==> config.mk <==
export PLATFORM = sky130hd
export DESIGN_NAME = ivt_prio
export DESIGN_NICKNAME = d
export VERILOG_FILES = /design/src/verilog/ivt_pkg.sv /design/src/verilog/pick_if.sv /design/src/verilog/ivt_prio.sv /design/src/verilog/lowest_pick.sv
export SDC_FILE = /design/constraint.sdc
export NUM_CORES = 1
export LEC_CHECK = 0
export BUFFER_PORTS_ARGS = -buffer_cell sky130_fd_sc_hd__clkbuf_2
export CORE_AREA = 2 2 87 89
export CTS_CLUSTER_SIZE = 20
export DETAILED_ROUTE_END_ITERATION = 10
export DIE_AREA = 0 0 89 91
export GPL_TIMING_DRIVEN = 1
export PLACE_DENSITY = 0.79
export SYNTH_ARGS = -nofsm -noshare
export SYNTH_HDL_FRONTEND = slang
export SYNTH_SLANG_ARGS = --single-unit
==> constraint.sdc <==
create_clock -name mclk -period 3.05 [get_ports mclk]
set_input_delay 0.4575 -clock mclk [delete_from_list [all_inputs] [get_ports mclk]]
set_output_delay 0.4575 -clock mclk [all_outputs]
set_load 0.01 [all_outputs]
==> src/verilog/ivt_pkg.sv <==
package ivt_pkg;

  // Widths of the vector, table address and register port
  localparam int VEC_W      = 7;
  localparam int VEC_COUNT  = 128;
  localparam int TADDR_W    = 16;
  localparam int REG_ADDR_W = 3;
  localparam int DATA_W     = 8;

  typedef logic [VEC_W-1:0]      vec_t;
  typedef logic [TADDR_W-1:0]    taddr_t;
  typedef logic [REG_ADDR_W-1:0] reg_addr_t;
  typedef logic [DATA_W-1:0]     data_t;

  // Register offsets on the plain register port
  localparam reg_addr_t OFF_LEVEL_A  = 3'h0;
  localparam reg_addr_t OFF_LEVEL_B  = 3'h1;
  localparam reg_addr_t OFF_LEVEL_C  = 3'h2;
  localparam reg_addr_t OFF_MODE     = 3'h3;
  localparam reg_addr_t OFF_STATUS   = 3'h4;
  localparam reg_addr_t OFF_ACCEPTED = 3'h5;

  // Reset values
  localparam data_t LEVEL_RESET = 8'h00;
  localparam data_t MODE_RESET  = 8'h00;
  localparam vec_t  VEC_RESET   = 7'h00;

  // Field positions
  localparam int MODE_WIDE_BIT  = 0;
  localparam int STAT_VALID_BIT = 7;
  localparam int STAT_LEVEL_BIT = 6;

  // Level bits, register A
  localparam int LVL_PIN0     = 7;
  localparam int LVL_PIN1     = 6;
  localparam int LVL_PIN23    = 5;
  localparam int LVL_PIN45    = 4;
  localparam int LVL_PIN67    = 3;
  localparam int LVL_SOFTDONE = 2;
  localparam int LVL_WATCHDOG = 1;
  // Level bits, register B
  localparam int LVL_CONV = 6;
  localparam int LVL_PT0  = 5;
  localparam int LVL_PT1  = 4;
  localparam int LVL_PT2  = 3;
  // Level bits, register C
  localparam int LVL_T8_0 = 7;
  localparam int LVL_T8_1 = 6;
  localparam int LVL_SP0  = 4;
  localparam int LVL_SP1  = 3;
  localparam int LVL_SP2  = 2;

  // Fixed vector numbers (first vector of each group)
  localparam vec_t VEC_NMI      = 7'h07;
  localparam vec_t VEC_PIN0     = 7'h10;
  localparam vec_t VEC_SOFTDONE = 7'h18;
  localparam vec_t VEC_WATCHDOG = 7'h19;
  localparam vec_t VEC_CONV     = 7'h1c;
  localparam vec_t VEC_PT0      = 7'h20;
  localparam vec_t VEC_PT1      = 7'h28;
  localparam vec_t VEC_PT2      = 7'h2c;
  localparam vec_t VEC_T8_0     = 7'h40;
  localparam vec_t VEC_T8_1     = 7'h44;
  localparam vec_t VEC_SP0      = 7'h50;
  localparam vec_t VEC_SP1      = 7'h54;
  localparam vec_t VEC_SP2      = 7'h58;

  // Table entry offsets for the non-maskable pin
  localparam taddr_t NMI_ADDR_NARROW = 16'h000e;
  localparam taddr_t NMI_ADDR_WIDE   = 16'h001c;

endpackage

==> src/verilog/pick_if.sv <==
`timescale 1ns/1ps
interface pick_if;
  import ivt_pkg::*;

  logic [VEC_COUNT-1:0] req;
  logic                 found;
  vec_t                 idx;

  modport chooser (input req, output found, output idx);
  modport user    (output req, input found, input idx);
endinterface
==> src/verilog/ivt_prio.sv <==
// Design decisions made here: the register addresses and the strobed register port.
`timescale 1ns/1ps
module ivt_prio (
  input  wire logic             mclk,
  input  wire logic             rst,
  // Register port
  input  wire ivt_pkg::reg_addr_t reg_addr,
  input  wire ivt_pkg::data_t   reg_wdata,
  input  wire logic             reg_wr,
  input  wire logic             reg_rd,
  output ivt_pkg::data_t        reg_rdata,
  // Request lines, high while pending
  input  wire logic             nmi_req,
  input  wire logic [7:0]       pin_req,
  input  wire logic             soft_transfer_done_req,
  input  wire logic             watchdog_interval_req,
  input  wire logic             conversion_end_req,
  input  wire logic [4:0]       pt0_req,
  input  wire logic [3:0]       pt1_req,
  input  wire logic [3:0]       pt2_req,
  input  wire logic [2:0]       t8_0_req,
  input  wire logic [2:0]       t8_1_req,
  input  wire logic [3:0]       sp0_req,
  input  wire logic [3:0]       sp1_req,
  input  wire logic [3:0]       sp2_req,
  // Core side
  input  wire logic             irq_accept,
  output logic                  irq_valid,
  output ivt_pkg::vec_t         irq_vector,
  output ivt_pkg::taddr_t       irq_address,
  output logic                  irq_level
);
  import ivt_pkg::*;

  data_t level_register_a;
  data_t level_register_b;
  data_t level_register_c;
  data_t mode_reg;
  vec_t  accepted_vector;
  logic  accepted_seen;

  logic [VEC_COUNT-1:0] req_vec;
  logic [VEC_COUNT-1:0] lvl_vec;

  vec_t   next_vector;
  logic   next_valid;
  logic   next_level;
  taddr_t next_address;
  logic   wide_mode;

  pick_if hi_pick ();
  pick_if any_pick ();

  assign wide_mode = mode_reg[MODE_WIDE_BIT];

  // Level registers and mode bit, written from the register port
  always_ff @(posedge mclk) begin
    if (rst) begin
      level_register_a <= LEVEL_RESET;
      level_register_b <= LEVEL_RESET;
      level_register_c <= LEVEL_RESET;
      mode_reg         <= MODE_RESET;
    end else if (reg_wr) begin
      unique case (reg_addr)
        OFF_LEVEL_A: level_register_a <= reg_wdata;
        OFF_LEVEL_B: level_register_b <= reg_wdata;
        OFF_LEVEL_C: level_register_c <= reg_wdata;
        OFF_MODE:    mode_reg         <= reg_wdata & 8'h01;
        default: ;  // Read-only or unmapped: ignored
      endcase
    end
  end

  // Read data one cycle after the strobe; unmapped reads give zero
  always_ff @(posedge mclk) begin
    if (rst) begin
      reg_rdata <= LEVEL_RESET;
    end else if (reg_rd) begin
      unique case (reg_addr)
        OFF_LEVEL_A:  reg_rdata <= level_register_a;
        OFF_LEVEL_B:  reg_rdata <= level_register_b;
        OFF_LEVEL_C:  reg_rdata <= level_register_c;
        OFF_MODE:     reg_rdata <= mode_reg;
        OFF_STATUS:   reg_rdata <= {irq_valid, irq_vector};
        OFF_ACCEPTED: reg_rdata <= {accepted_seen, accepted_vector};
        default:      reg_rdata <= LEVEL_RESET;
      endcase
    end else begin
      reg_rdata <= LEVEL_RESET;
    end
  end

  // Place each source but the non-maskable pin at its fixed vector; every other slot stays zero,
  // so reserved numbers can never be selected
  always_comb begin
    req_vec = '0;
    req_vec[VEC_PIN0 +: 8]  = pin_req;
    req_vec[VEC_SOFTDONE]   = soft_transfer_done_req;
    req_vec[VEC_WATCHDOG]   = watchdog_interval_req;
    req_vec[VEC_CONV]       = conversion_end_req;
    req_vec[VEC_PT0 +: 5]   = pt0_req;
    req_vec[VEC_PT1 +: 4]   = pt1_req;
    req_vec[VEC_PT2 +: 4]   = pt2_req;
    req_vec[VEC_T8_0 +: 3]  = t8_0_req;
    req_vec[VEC_T8_1 +: 3]  = t8_1_req;
    req_vec[VEC_SP0 +: 4]   = sp0_req;
    req_vec[VEC_SP1 +: 4]   = sp1_req;
    req_vec[VEC_SP2 +: 4]   = sp2_req;
  end

  // Spread each group's level bit over its vectors; a set bit is level 1
  always_comb begin
    lvl_vec = '0;
    lvl_vec[VEC_PIN0]                 = level_register_a[LVL_PIN0];
    lvl_vec[VEC_PIN0 + 7'h01]         = level_register_a[LVL_PIN1];
    lvl_vec[VEC_PIN0 + 7'h02 +: 2]    = {2{level_register_a[LVL_PIN23]}};
    lvl_vec[VEC_PIN0 + 7'h04 +: 2]    = {2{level_register_a[LVL_PIN45]}};
    lvl_vec[VEC_PIN0 + 7'h06 +: 2]    = {2{level_register_a[LVL_PIN67]}};
    lvl_vec[VEC_SOFTDONE]   = level_register_a[LVL_SOFTDONE];
    lvl_vec[VEC_WATCHDOG]   = level_register_a[LVL_WATCHDOG];
    lvl_vec[VEC_CONV]       = level_register_b[LVL_CONV];
    lvl_vec[VEC_PT0 +: 5]   = {5{level_register_b[LVL_PT0]}};
    lvl_vec[VEC_PT1 +: 4]   = {4{level_register_b[LVL_PT1]}};
    lvl_vec[VEC_PT2 +: 4]   = {4{level_register_b[LVL_PT2]}};
    lvl_vec[VEC_T8_0 +: 3]  = {3{level_register_c[LVL_T8_0]}};
    lvl_vec[VEC_T8_1 +: 3]  = {3{level_register_c[LVL_T8_1]}};
    lvl_vec[VEC_SP0 +: 4]   = {4{level_register_c[LVL_SP0]}};
    lvl_vec[VEC_SP1 +: 4]   = {4{level_register_c[LVL_SP1]}};
    lvl_vec[VEC_SP2 +: 4]   = {4{level_register_c[LVL_SP2]}};
  end

  // Two lowest-number pickers: one over level 1 only, one over all
  assign hi_pick.req  = req_vec & lvl_vec;
  assign any_pick.req = req_vec;

  lowest_pick u_hi_pick (
    .p (hi_pick.chooser)
  );

  lowest_pick u_any_pick (
    .p (any_pick.chooser)
  );

  // Final choice: the pin outranks all, then level 1, then fixed order.
  // Losers are untouched; they stay pending at their sources.
  always_comb begin
    next_valid  = 1'b0;
    next_level  = 1'b0;
    next_vector = VEC_RESET;
    if (nmi_req) begin
      next_valid  = 1'b1;
      next_level  = 1'b1;
      next_vector = VEC_NMI;
    end else if (hi_pick.found) begin
      next_valid  = 1'b1;
      next_level  = 1'b1;
      next_vector = hi_pick.idx;
    end else if (any_pick.found) begin
      next_valid  = 1'b1;
      next_vector = any_pick.idx;
    end
  end

  // Entry address; the pin's offsets are fixed constants for clarity
  always_comb begin
    if (nmi_req) begin
      next_address = wide_mode ? NMI_ADDR_WIDE : NMI_ADDR_NARROW;
    end else if (wide_mode) begin
      next_address = {7'h00, next_vector, 2'b00};
    end else begin
      next_address = {8'h00, next_vector, 1'b0};
    end
  end

  // Presented vector is re-chosen every cycle, so anything that lost
  // is offered again as soon as the winner's source drops
  always_ff @(posedge mclk) begin
    if (rst) begin
      irq_valid   <= 1'b0;
      irq_vector  <= VEC_RESET;
      irq_address <= '0;
      irq_level   <= 1'b0;
    end else begin
      irq_valid   <= next_valid;
      irq_vector  <= next_vector;
      irq_address <= next_address;
      irq_level   <= next_level;
    end
  end

  // Record which vector the core took; a take with nothing shown is ignored
  always_ff @(posedge mclk) begin
    if (rst) begin
      accepted_vector <= VEC_RESET;
      accepted_seen   <= 1'b0;
    end else if (irq_accept && irq_valid) begin
      accepted_vector <= irq_vector;
      accepted_seen   <= 1'b1;
    end
  end

endmodule

==> src/verilog/lowest_pick.sv <==
`timescale 1ns/1ps
module lowest_pick (
  pick_if.chooser p
);
  import ivt_pkg::*;

  // Scan from the top down so the smallest set index is left standing
  always_comb begin
    p.found = 1'b0;
    p.idx   = VEC_RESET;
    for (int i = VEC_COUNT - 1; i >= 0; i--) begin
      if (p.req[i]) begin
        p.found = 1'b1;
        p.idx   = vec_t'(i);
      end
    end
  end
endmodule

# After elaboration in Yosys (flattened, before gate mapping)
# Index checks and enable logic that the tools add are counted.
[op_classes]
addsub = 0
mul = 0
div_mod_pow = 0
n_lt_le_gt_ge = 0
n_eq_ne = 5
shifts = 0
n_mux = 352
n_bitwise = 2
n_reduce_logical = 7
[ops]
columns = ["operator", "count"]
rows = [
  ["$mux W7", 173],
  ["$mux W1", 175],
  ["$and A92 B92 Y92", 1],
  ["$pmux W8 S6", 1],
  ["$mux W9", 2],
  ["$reduce_and A2 Y1", 4],
  ["$eq A3 B2 Y1 const B", 2],
  ["$eq A3 B3 Y1 const B", 2],
  ["$mux W5", 1],
  ["$eq A3 B1 Y1 const B", 1],
  ["$logic_not A3 Y1", 1],
  ["$reduce_or A2 Y1", 1],
  ["$logic_and A1 B1 Y1", 1],
  ["$not A1 Y1", 1],
]
[word_totals]
ff_bits = 66
latch_bits = 0
ram_bits = 0
rom_bits = 0
input_bits = 59
wordCells = 377
mem_count = 0

# Depth between registers and ports, before layout
# Gate-level depths: netlist of run 1.
[logic_depth]
ltp_word = 132
ltp_mapped = 8
ltp_nobuf = 7

# Hierarchy
# Synthesis of run 1 repeated with hierarchy kept, for this count alone.
[unflattened]
cells_unflattened = 894
area_unflattened_um2 = 5896.9
[by_module_without_submodules]
columns = ["module", "instances", "cells_per_inst", "area_each_um2"]
rows = [
  ["lowest_pick", 2, 301, 1621.6],
  ["ivt_prio", 1, 292, 2653.8],
]

# Worst setup path after synthesis of run 1
# No wires, ideal clock.
[synth_path]
path_type = "input-to-reg"
startpoint = "input port pt2_req[2]"
endpoint = "register irq_address[5]"
setup_time_ps = 100
t_arrival_ps = 2239
required_time_ps = 2950
path_slack_ps = 711
cell_stages = 7
cell_sequence = "or4_4 > nor4_4 > nand2_2 > o221ai_2 > a41oi_1 > nor2b_4 > a2111oi_4"
[synth_via]
elab_chain_len = 52
word_cells_on_any_way = 146
classes_between = "145 x mux; 1 x bitwise"
[synth_lines]
columns = ["element", "line", "text"]
rows = [
  ["start: declaration", "ivt_prio.sv:20", "input wire logic [3:0] pt2_req,"],
  ["$and A92 B92 Y92", "ivt_prio.sv:133", "assign hi_pick.req = req_vec & lvl_vec;"],
  ["$mux W7 / $mux W1 (equally long branches) (47 in a row)", "lowest_pick.sv:12", "if (p.req[i]) begin"],
  ["$mux W7 *", "ivt_prio.sv:154", "end else if (hi_pick.found) begin"],
  ["$mux W7 *", "ivt_prio.sv:150", "if (nmi_req) begin"],
  ["$mux W9 *", "ivt_prio.sv:168", "end else if (wide_mode) begin"],
  ["$mux W9 *", "ivt_prio.sv:166", "if (nmi_req) begin"],
  ["end signal: assignment", "ivt_prio.sv:186", "irq_address <= next_address;"],
  ["end: declaration", "ivt_prio.sv:30", "output ivt_pkg::taddr_t irq_address,"],
]
# Every way passes the cells marked *; elsewhere a longest branch is shown, timed or not.
# A chain may end at the register's enable or synchronous reset.

# Worst setup path in the final report of run 1
[layout_path]
startpoint = "input port sp1_req[3]"
endpoint = "register irq_address[2]"
[layout_via]
elab_chain_len = 93
word_cells_on_any_way = 258
classes_between = "257 x mux; 1 x bitwise"
[layout_lines]
columns = ["element", "line", "text"]
rows = [
  ["start: declaration", "ivt_prio.sv:24", "input wire logic [3:0] sp1_req,"],
  ["$and A92 B92 Y92", "ivt_prio.sv:133", ""],
  ["$mux W7 / $mux W1 (equally long branches) (88 in a row)", "lowest_pick.sv:12", ""],
  ["$mux W7 *", "ivt_prio.sv:154", ""],
  ["$mux W7 *", "ivt_prio.sv:150", ""],
  ["$mux W9 *", "ivt_prio.sv:168", ""],
  ["$mux W9 *", "ivt_prio.sv:166", ""],
]
# Marks and branches as above.

==> results of run 1 <==
==> layout by cell type, fill, tap and decap left out, types with 3 or more instances in the layout <==
cell / synthesis / routed
clkbuf_8: 0 / 12
nand2_1: 88 / 88
nor2b_1: 11 / 11
mux2i_1: 11 / 11
a22o_1: 3 / 3
o311ai_0: 3 / 3
or4_1: 5 / 5
nor4_1: 8 / 8
nand3_1: 16 / 16
nor3_1: 10 / 10
o211ai_1: 5 / 5
a211oi_1: 3 / 3
conb_1: 1 / 8
a21oi_1: 57 / 57
dfxtp_1: 58 / 58
a31oi_1: 3 / 3
a2111oi_0: 3 / 3
nor4_4: 3 / 3
o21a_1: 3 / 3
o21ai_0: 24 / 24
nand2_2: 3 / 3
mux4_2: 3 / 3
o31ai_1: 3 / 3
o22a_1: 4 / 4
buf_4: 9 / 4
inv_1: 11 / 11
clkbuf_2: 0 / 83
or3_1: 4 / 4
nand4_1: 3 / 3
or2_2: 5 / 5
nor2_1: 43 / 43
nand2b_1: 11 / 11
==> cell families after synthesis <==
kind of cell | Yosys count | share of synthesized area (%)
DFF | 58 | 31.02
buffers and inverters | 41 | 5.548
AOI/OAI and AO/OA | 147 | 26.97
and+or+nand+nor | 229 | 31.62
other | 1 | 0.1002
muxes | 14 | 4.746
==> through the flow <==
stage	cell area [µm²]	util (%)
2_1_floorplan	3770	-
3_3_place_gp	4173	58.47
3_5_place_dp	4173	58.47
4_1_cts	4355	61.03
5_1_grt	4355	61.03
6_report	4355	61.03
==> power by group <==
part	leakage [nW]	total [mW]	switching [mW]	internal, mW
logic	1.16	0.311	0.192	0.119
clock network	0.0965	0.649	0.289	0.359
registers	0.472	0.809	0.0262	0.783
==> per-layer routing <==
metal,vias to the layer above,wire (µm)
met3,22,843
met2,154,4957
met5,-,0
met1,1847,5043
li1,1935,-
met4,0,213
==> worst max-delay path: stages <==
cell       delay [ps]
clkbuf_2          120
or4_1             540
a21oi_1           130
o21ai_0           120
a2111oi_0         510
o311ai_0          290
a31oi_1           380
o32ai_2           130
==> worst paths after layout <==
path | slack (ps) | start | cells after the start | end
hold reg to reg | 460 | accepted_vector[5]$_SDFFE_PP0P_ | 2 | accepted_vector[5]$_SDFFE_PP0P_
setup / recovery | 590 | sp1_req[3] | 8 | irq_address[2]$_SDFF_PP0_
hold / removal | 360 | reg_rd | 3 | reg_rdata[0]$_SDFF_PP0_
setup reg to reg | 720 | level_register_b[6]$_SDFFE_PP0P_ | 7 | irq_address[5]$_SDFF_PP0_
==> final cells by class <==
class | count | area (µm²)
Clock buffer | 14 | 172.7
Tap cell | 99 | 123.9
Timing Repair Buffer | 87 | 445.4
Inverter | 11 | 41.29
Sequential cell | 58 | 1161
Fill cell | 679 | 2781
Clock inverter | 2 | 10.01
Multi-Input combinational cell | 398 | 2401
==> run summary, run 1 <==
Slew margin rel.: 36.04%
Max Cap Viol: 0
Fmax: 406.5 MHz
Cell Area, Synth: 0.003744 mm²
Power Density: 406.0 mW/mm²
Setup TNS: 0 ps
Met1 usage: 39.92%
Final slew viol count: 0
CTS root buf: clkbuf_8
Leakage power: 1.732 nW
Antenna violations before repair: 0
Clock buffer depth: 2
Final setup margin: 590.1 ps
Placed insts: 653
Placed wire-length estimate: 8562 µm
Synth-to-layout area growth: 16.34%
GP Congestion: 0.9104
Fin crit share: 80.65%
Initial Util: 52.45%
Synth warn: 0
Crit Path Max Fanout: 6
# IOs: 92
EDFF count, synth: 0
Period minus WS final: 2460 ps
Core area: 0.007137 mm²
DR vias/cell: 5.916
Non-Filler Instances: 669
WL final: 11060 µm
CP Class: input pin to register
Final Hold Vio Count: 0
DR DRC count: 0
Clk slew on worst S/H paths: 70 ps
Post-synth ARST share: 0%
Power, Total: 1.768 mW
Die Ht: 91 µm
Final setup vio count: 0
TritonCTS clock tree: done
Clk Latency, worst-skew pair: 340 ps
Main area contributors after synthesis: dfxtp_1, nand2_1, a21oi_1, nor2_1, o21ai_0
WHS: 362.6 ps
First-pass GRT wire length: 17730 µm
Die width: 89 µm
Post CTS Setup Buffer Count: 0
Most common flop cell mapped by yosys: dfxtp_1
Clk sinks: 58
Antenna viol nets, final: 0
Synth cell types: 77
Worst slew pin tran: 952.0 ps
Worst EP arrival: 2660 ps
Grt met2 use: 41.67%
Drt wl/cell: 16.53 µm
Synthesized area per cell: 7.640 µm²
Vias post-DR: 3958
Final #Nets: 624
# resized after CTS: 0
Element type at the critical path end: register
#FFs+latches synth: 58
Top cell type's share of synthesized area: 31.02%
Met3 Usage GRT: 7.455%
Total global routing overflow: 0
CP startpoint kind: input pin
Vias in the first global route: 3616
DP Worst Slack: 326.5 ps
H-tree depth: 3
First DRT Iteration DRCs: 342
RSZ-0062 raised after global routing: no
GRT busiest layer: met2
Worst VDD drop: 0.3301 mV
Antenna diodes: 0
Hold Path Class: input pin to register
Die area: 0.008099 mm²
Commonest cells post-synth: nand2_1, dfxtp_1, a21oi_1
Share of the yosys chip area belonging to registers: 31.02%
Top-count cell post-synth: nand2_1
Dominant cell type by area after synthesis: dfxtp_1
Ratio of cells with drive above 1 in the final layout: 22.81%
Largest net degree at the start of global routing: 28
Inserted Clock Buffers: 9
Outcome: finished clean
First-pass DRT Iterations: 5
Std cell rows: 31
Layout Skew: 10.44 ps
PortBufs: 83
Post-CTS Hold Fix Bufs: 0
CP required: 3250 ps
Tot GR Track Use: 28.11%
Post-Syn Instances: 490
(Power assumes the default switching activity.)
==> inputs of run 2 (changes only) <==
ABC_AREA = 1   (was not set)
CORE_AREA = 2 2 84 86   (was 2 2 87 89)
DIE_AREA = 0 0 86 88   (was 0 0 89 91)
clock period = 2.43 ns   (was 3.05 ns; I/O delays follow)
==> run 2 against run 1 <==
Via count is essentially flat; non-clock buffer count up 10; die area shrank 6.6%; synthesized cell count grew 17%; flip-flop and latch count is the same; hold slack got worse by 51 ps; clock-buffer cell count grew 1; register-to-register slack worse by 710 ps; highest routed layer unchanged; critical endpoint is now irq_address[1]$_SDFF_PP0_; setup slack worse by 580 ps; routed wire length decreased by 14%; largest cell class unchanged; combinational power up 49%; design area decreased by 3.6%.
==> run summary, run 2 <==
Core area: 0.006644 mm²
Post-CTS Hold Fix Bufs: 0
Vias in the first global route: 3570
Commonest cells post-synth: nand2_1, inv_1, dfxtp_1
Synth warn: 0
Drt wl/cell: 12.67 µm
NetSw: 674.1 µW
# IOs: 92
CP required: 2650 ps
Top-count cell post-synth: nand2_1
Post-DP Area: 0.003989 mm²
Std cell rows: 30
CP startpoint kind: register
Clk sinks: 58
Tot GR Track Use: 25.67%
PortBufs: 83
EDFF count, synth: 0
Synthesized area per cell: 6.031 µm²
Period minus WS final: 2424 ps
Sw Share: 29.28%
Combinational group share of total power: 20.1%
DP Worst Slack: -251.7 ps
First DRT Iteration DRCs: 245
Worst EP arrival: 2640 ps
TritonCTS clock tree: done
Setup TNS: 0 ps
Crit Path Max Fanout: 5
Inserted Clock Buffers: 9
DR vias/cell: 5.248
Die area: 0.007568 mm²
Dominant cell type by area after synthesis: dfxtp_1
Largest net degree at the start of global routing: 20
Clock share of power: 35.1%
CP Class: register to register
Fin crit share: 99.76%
#FFs+latches synth: 58
Total global routing overflow: 0
First-pass GRT wire length: 15410 µm
Initial Util: 52.02%
Post-synth ARST share: 0%
Ratio of cells with drive above 1 in the final layout: 18.84%
Internal Power: 1.628 mW
Power, Total: 2.302 mW
Final setup margin: 5.888 ps
Outcome: finished clean
Filler cells: 657
Commonest non-fill, non-tap cell in the layout: nand2_1
Max incr delay on CP: 360 ps
Final slew viol count: 0
Most common flop cell mapped by yosys: dfxtp_1
Placed wire-length estimate: 7536 µm
Reg power frac: 44.7%
Vias post-DR: 3957
H-tree depth: 3
Slowest CP cell: dfxtp_4
Placed insts: 737
GP Congestion: 0.9393
Synth cell types: 35
First-pass DRT Iterations: 6
Clock buffer depth: 2
Power Density: 548.4 mW/mm²
Slew margin rel.: 60.83%
Die Ht: 88 µm
Leakage power: 2.132 nW
DR DRC count: 0
CTS root buf: clkbuf_8
Element type at the critical path end: register
Antenna violations before repair: 0
Synth-to-layout area growth: 21.47%
Design area: 0.004198 mm²
Share of the yosys chip area belonging to registers: 33.60%
Final Hold Vio Count: 0
Top cell type's share of synthesized area: 33.60%
Worst VDD drop: 0.4394 mV
Main area contributors after synthesis: dfxtp_1, nand2_1, inv_1, o21ai_0, nor2_1
RSZ-0062 raised after global routing: yes
Fmax: 412.5 MHz
Final setup vio count: 0
Post-Syn Instances: 573
Clk slew on worst S/H paths: 60 ps
Die width: 86 µm
WL final: 9552 µm
Non-Filler Instances: 754
Clk Latency, worst-skew pair: 340 ps
Final #Nets: 728
Antenna diodes: 0
Antenna viol nets, final: 0
Worst slew pin tran: 586.9 ps
Commonest cells after routing, fill and taps aside: nand2_1, inv_1, clkbuf_2
Max Cap Viol: 0
Hold Path Class: input pin to register
Cell Area, Synth: 0.003456 mm²
Layout Skew: 7.127 ps
CP dominant cell by count: nand2_1
## run 2: cell count changes after synthesis, moves of 14 or more
cell     change
nand2_1     +84
nor2_1      +14
inv_1       +74
o21ai_0     +21
a21oi_1     -19
nand3_1     +14
## run 2: cell type report
cell class	instances	area, µm²	area share (%)
multi-input cells	412	1886	44.92
flip-flops and latches	58	1166	27.78
repair buffers	97	520.5	12.40
inverters	91	341.6	8.137
clock buffers	15	176.4	4.203
well taps	80	100.1	2.384
clock inverters	1	7.507	0.1788
## run 2: final timing paths
| path | startpoint | to | slack, ps | cells past startpoint |
|---|---|---|---|---|
| setup / recovery | level_register_c[3]$_SDFFE_PP0P_ | irq_address[1]$_SDFF_PP0_ | 6 | 38 |
| hold reg to reg | level_register_c[0]$_SDFFE_PP0P_ | level_register_c[0]$_SDFFE_PP0P_ | 460 | 2 |
| setup reg to reg | level_register_c[3]$_SDFFE_PP0P_ | irq_address[1]$_SDFF_PP0_ | 6 | 38 |
| hold / removal | reg_wdata[1] | level_register_a[1]$_SDFFE_PP0P_ | 310 | 3 |
## run 2: metal layers
layer	vias up	part of all wire (%)	GRT usage [%]
met5	-	0	0
met4	0	1.4	8.658
met3	19	6.8	7.069
met2	148	47	42.64
met1	1756	45	32.27
li1	2034	-	-
## run 2: per-stage QoR
stage | hold slack, ps | utilization [%]
6_report | 311.7 | 63.18
5_1_grt | 305.7 | 63.18
4_1_cts | 295.1 | 62.84
3_5_place_dp | 446.4 | 60.04
3_3_place_gp | 443.7 | 60.04
2_1_floorplan | 424.5 | -
## run 2: logic make-up (layout without fill, tap and decap cells)
logic type / after synthesis / after routing / synth area share, %
simple gates: 282 / 282 / 33.49
other cells: 1 / 8 / 0.1085
flops: 58 / 58 / 33.60
compound gates: 122 / 122 / 19.84
buf+inv: 110 / 204 / 12.96
## run 2: power groups by stage
stage | clock, mW | combinational, mW | sequential [mW]
2_1_floorplan | 0 | 0.273 | 1.05
3_3_place_gp | 0 | 0.443 | 1.05
3_5_place_dp | 0 | 0.453 | 1.05
4_1_cts | 0.822 | 0.456 | 1.03
5_1_grt | 0.864 | 0.529 | 1.03
6_report | 0.808 | 0.464 | 1.03
## run 2: timing repair
item / CTS / global route
resized for setup: 2 / 4
buffers inserted: 0 / 1
setup endpoints to repair: 3 / 6
## run 2: critical path: cells and delay by family, from the launching register on
family	cells	cell delay [ps]
AND/OR/NAND/NOR	38	1920
flip-flops	1	360
==> inputs of run 3 (changes only) <==
GPL_ROUTABILITY_DRIVEN = 1   (was not set)
RECOVER_POWER = 100   (was not set)
==> run 3 against run 2 <==
Critical path depth stayed put; global-route usage stayed put; final cell count stayed put; clock power hardly changed; clock-buffer cell count stayed put; routed wire length is 0.63% lower; design area is 0.78% lower; critical endpoint unchanged; non-clock buffer count stayed put; utilization is 0.49 points lower; die area stayed put; fmax hardly changed; combinational power is 2% lower.
==> run summary, run 3 (synthesized netlist as in run 2, its figures left out) <==
Outcome: finished clean
R2R cell count: 38
DP Worst Slack: -251.7 ps
Final Hold Vio Count: 0
Commonest non-fill, non-tap cell in the layout: nand2_1
Non-Filler Instances: 754
Leakage power: 2.046 nW
Worst slew pin tran: 583.9 ps
Met3 Usage GRT: 7.069%
WHS: 312.9 ps
Max incr delay on CP: 360 ps
Post-CTS Hold Fix Bufs: 0
Tot GR Track Use: 25.67%
PortBufs: 83
Clk Latency, worst-skew pair: 340 ps
Final core occ: 62.69%
Final setup vio count: 0
Largest net degree at the start of global routing: 20
WL final: 9492 µm
CP startpoint kind: register
Fin crit share: 99.78%
First DRT Iteration DRCs: 238
Slew margin rel.: 61.03%
Design area: 0.004165 mm²
CP dominant cell by count: nand2_1
Std cell rows: 30
Final setup margin: 5.304 ps
First-pass DRT Iterations: 5
Die Ht: 88 µm
Met1 usage: 32.27%
Core area: 0.006644 mm²
Final #Nets: 728
Antenna violations before repair: 0
Power Density: 550.2 mW/mm²
Antenna viol nets, final: 0
H-tree depth: 3
CP top delay family: simple AND/OR/NAND/NOR gates
Slowest CP cell: dfxtp_4
Die width: 86 µm
First-pass GRT wire length: 15410 µm
Commonest cells after routing, fill and taps aside: nand2_1, inv_1, nor2_1, clkbuf_2, dfxtp_1
Max Cap Viol: 0
Element type at the critical path end: register
DR vias/cell: 5.211
Filler cells: 666
Setup TNS: 0 ps
Die area: 0.007568 mm²
CP required: 2640 ps
CP Class: register to register
Ratio of cells with drive above 1 in the final layout: 14.99%
Post-DP Area: 0.003989 mm²
Initial Util: 52.02%
Placed wire-length estimate: 7536 µm
CTS root buf: clkbuf_8
Total global routing overflow: 0
RSZ-0062 raised after global routing: yes
Worst VDD drop: 0.4379 mV
Vias in the first global route: 3570
Drt wl/cell: 12.59 µm
Grt met2 use: 42.64%
Layout Skew: 7.761 ps
TritonCTS clock tree: done
Final slew viol count: 0
Placed insts: 737
Antenna diodes: 0
Power, Total: 2.292 mW
# IOs: 92
Crit Path Max Fanout: 5
DR DRC count: 0
Setup slack on the worst flop-to-flop path: 5 ps
Period minus WS final: 2425 ps
Crit. path cell count: 38
Synth-to-layout area growth: 20.53%
Vias post-DR: 3929
GP Congestion: 0.9393
Clk slew on worst S/H paths: 60 ps
Clk sinks: 58
Hold Path Class: input pin to register
Clock buffer depth: 2
Fmax: 412.4 MHz
Inserted Clock Buffers: 9
GRT busiest layer: met2
Hold depth: 3
Critical path buffers and inverters: 0
Worst EP arrival: 2640 ps
## run 3: worst register-to-register path, delay by kind of cell (launching register included)
kind	cells	cell delay, ps
DFF	1	360
and+or+nand+nor	38	1920
## run 3: metal layers
metal	up-vias	wire (µm)
li1	2033	-
met1	1728	4212
met2	150	4426
met3	18	716
met4	0	137
met5	-	0
## run 3: repair_timing
item	4_1_cts	5_1_grt
resized for setup	2	4
pin swaps	0	0
setup endpoints to repair	3	6
setup buffers	0	1
## run 3: layout make-up
type	count	area [µm²]	area share, %
multi-input combinational	412	1886	45.27
tap	80	100.1	2.403
sequential	58	1166	28.00
clock inverter	1	7.507	0.1802
clock buffer	15	176.4	4.236
timing repair buffer	97	488.0	11.72
inverter	91	341.6	8.201
## run 3: final timing paths
kind / from / endpoint
worst max-delay path: level_register_c[3]$_SDFFE_PP0P_ / irq_address[1]$_SDFF_PP0_
worst min-delay path: reg_wdata[1] / level_register_a[1]$_SDFFE_PP0P_
worst max register to register: level_register_c[3]$_SDFFE_PP0P_ / irq_address[1]$_SDFF_PP0_
worst min register to register: accepted_seen$_SDFFE_PP0P_ / accepted_seen$_SDFFE_PP0P_
## run 3: report_power, final
| group | switching, mW | leakage, nW | internal, mW |
|---|---|---|---|
| Combinational | 0.288 | 1.48 | 0.168 |
| Sequential | 0.0315 | 0.475 | 0.998 |
| Clock | 0.351 | 0.0900 | 0.455 |
| Total | 0.670 | 2.05 | 1.62 |
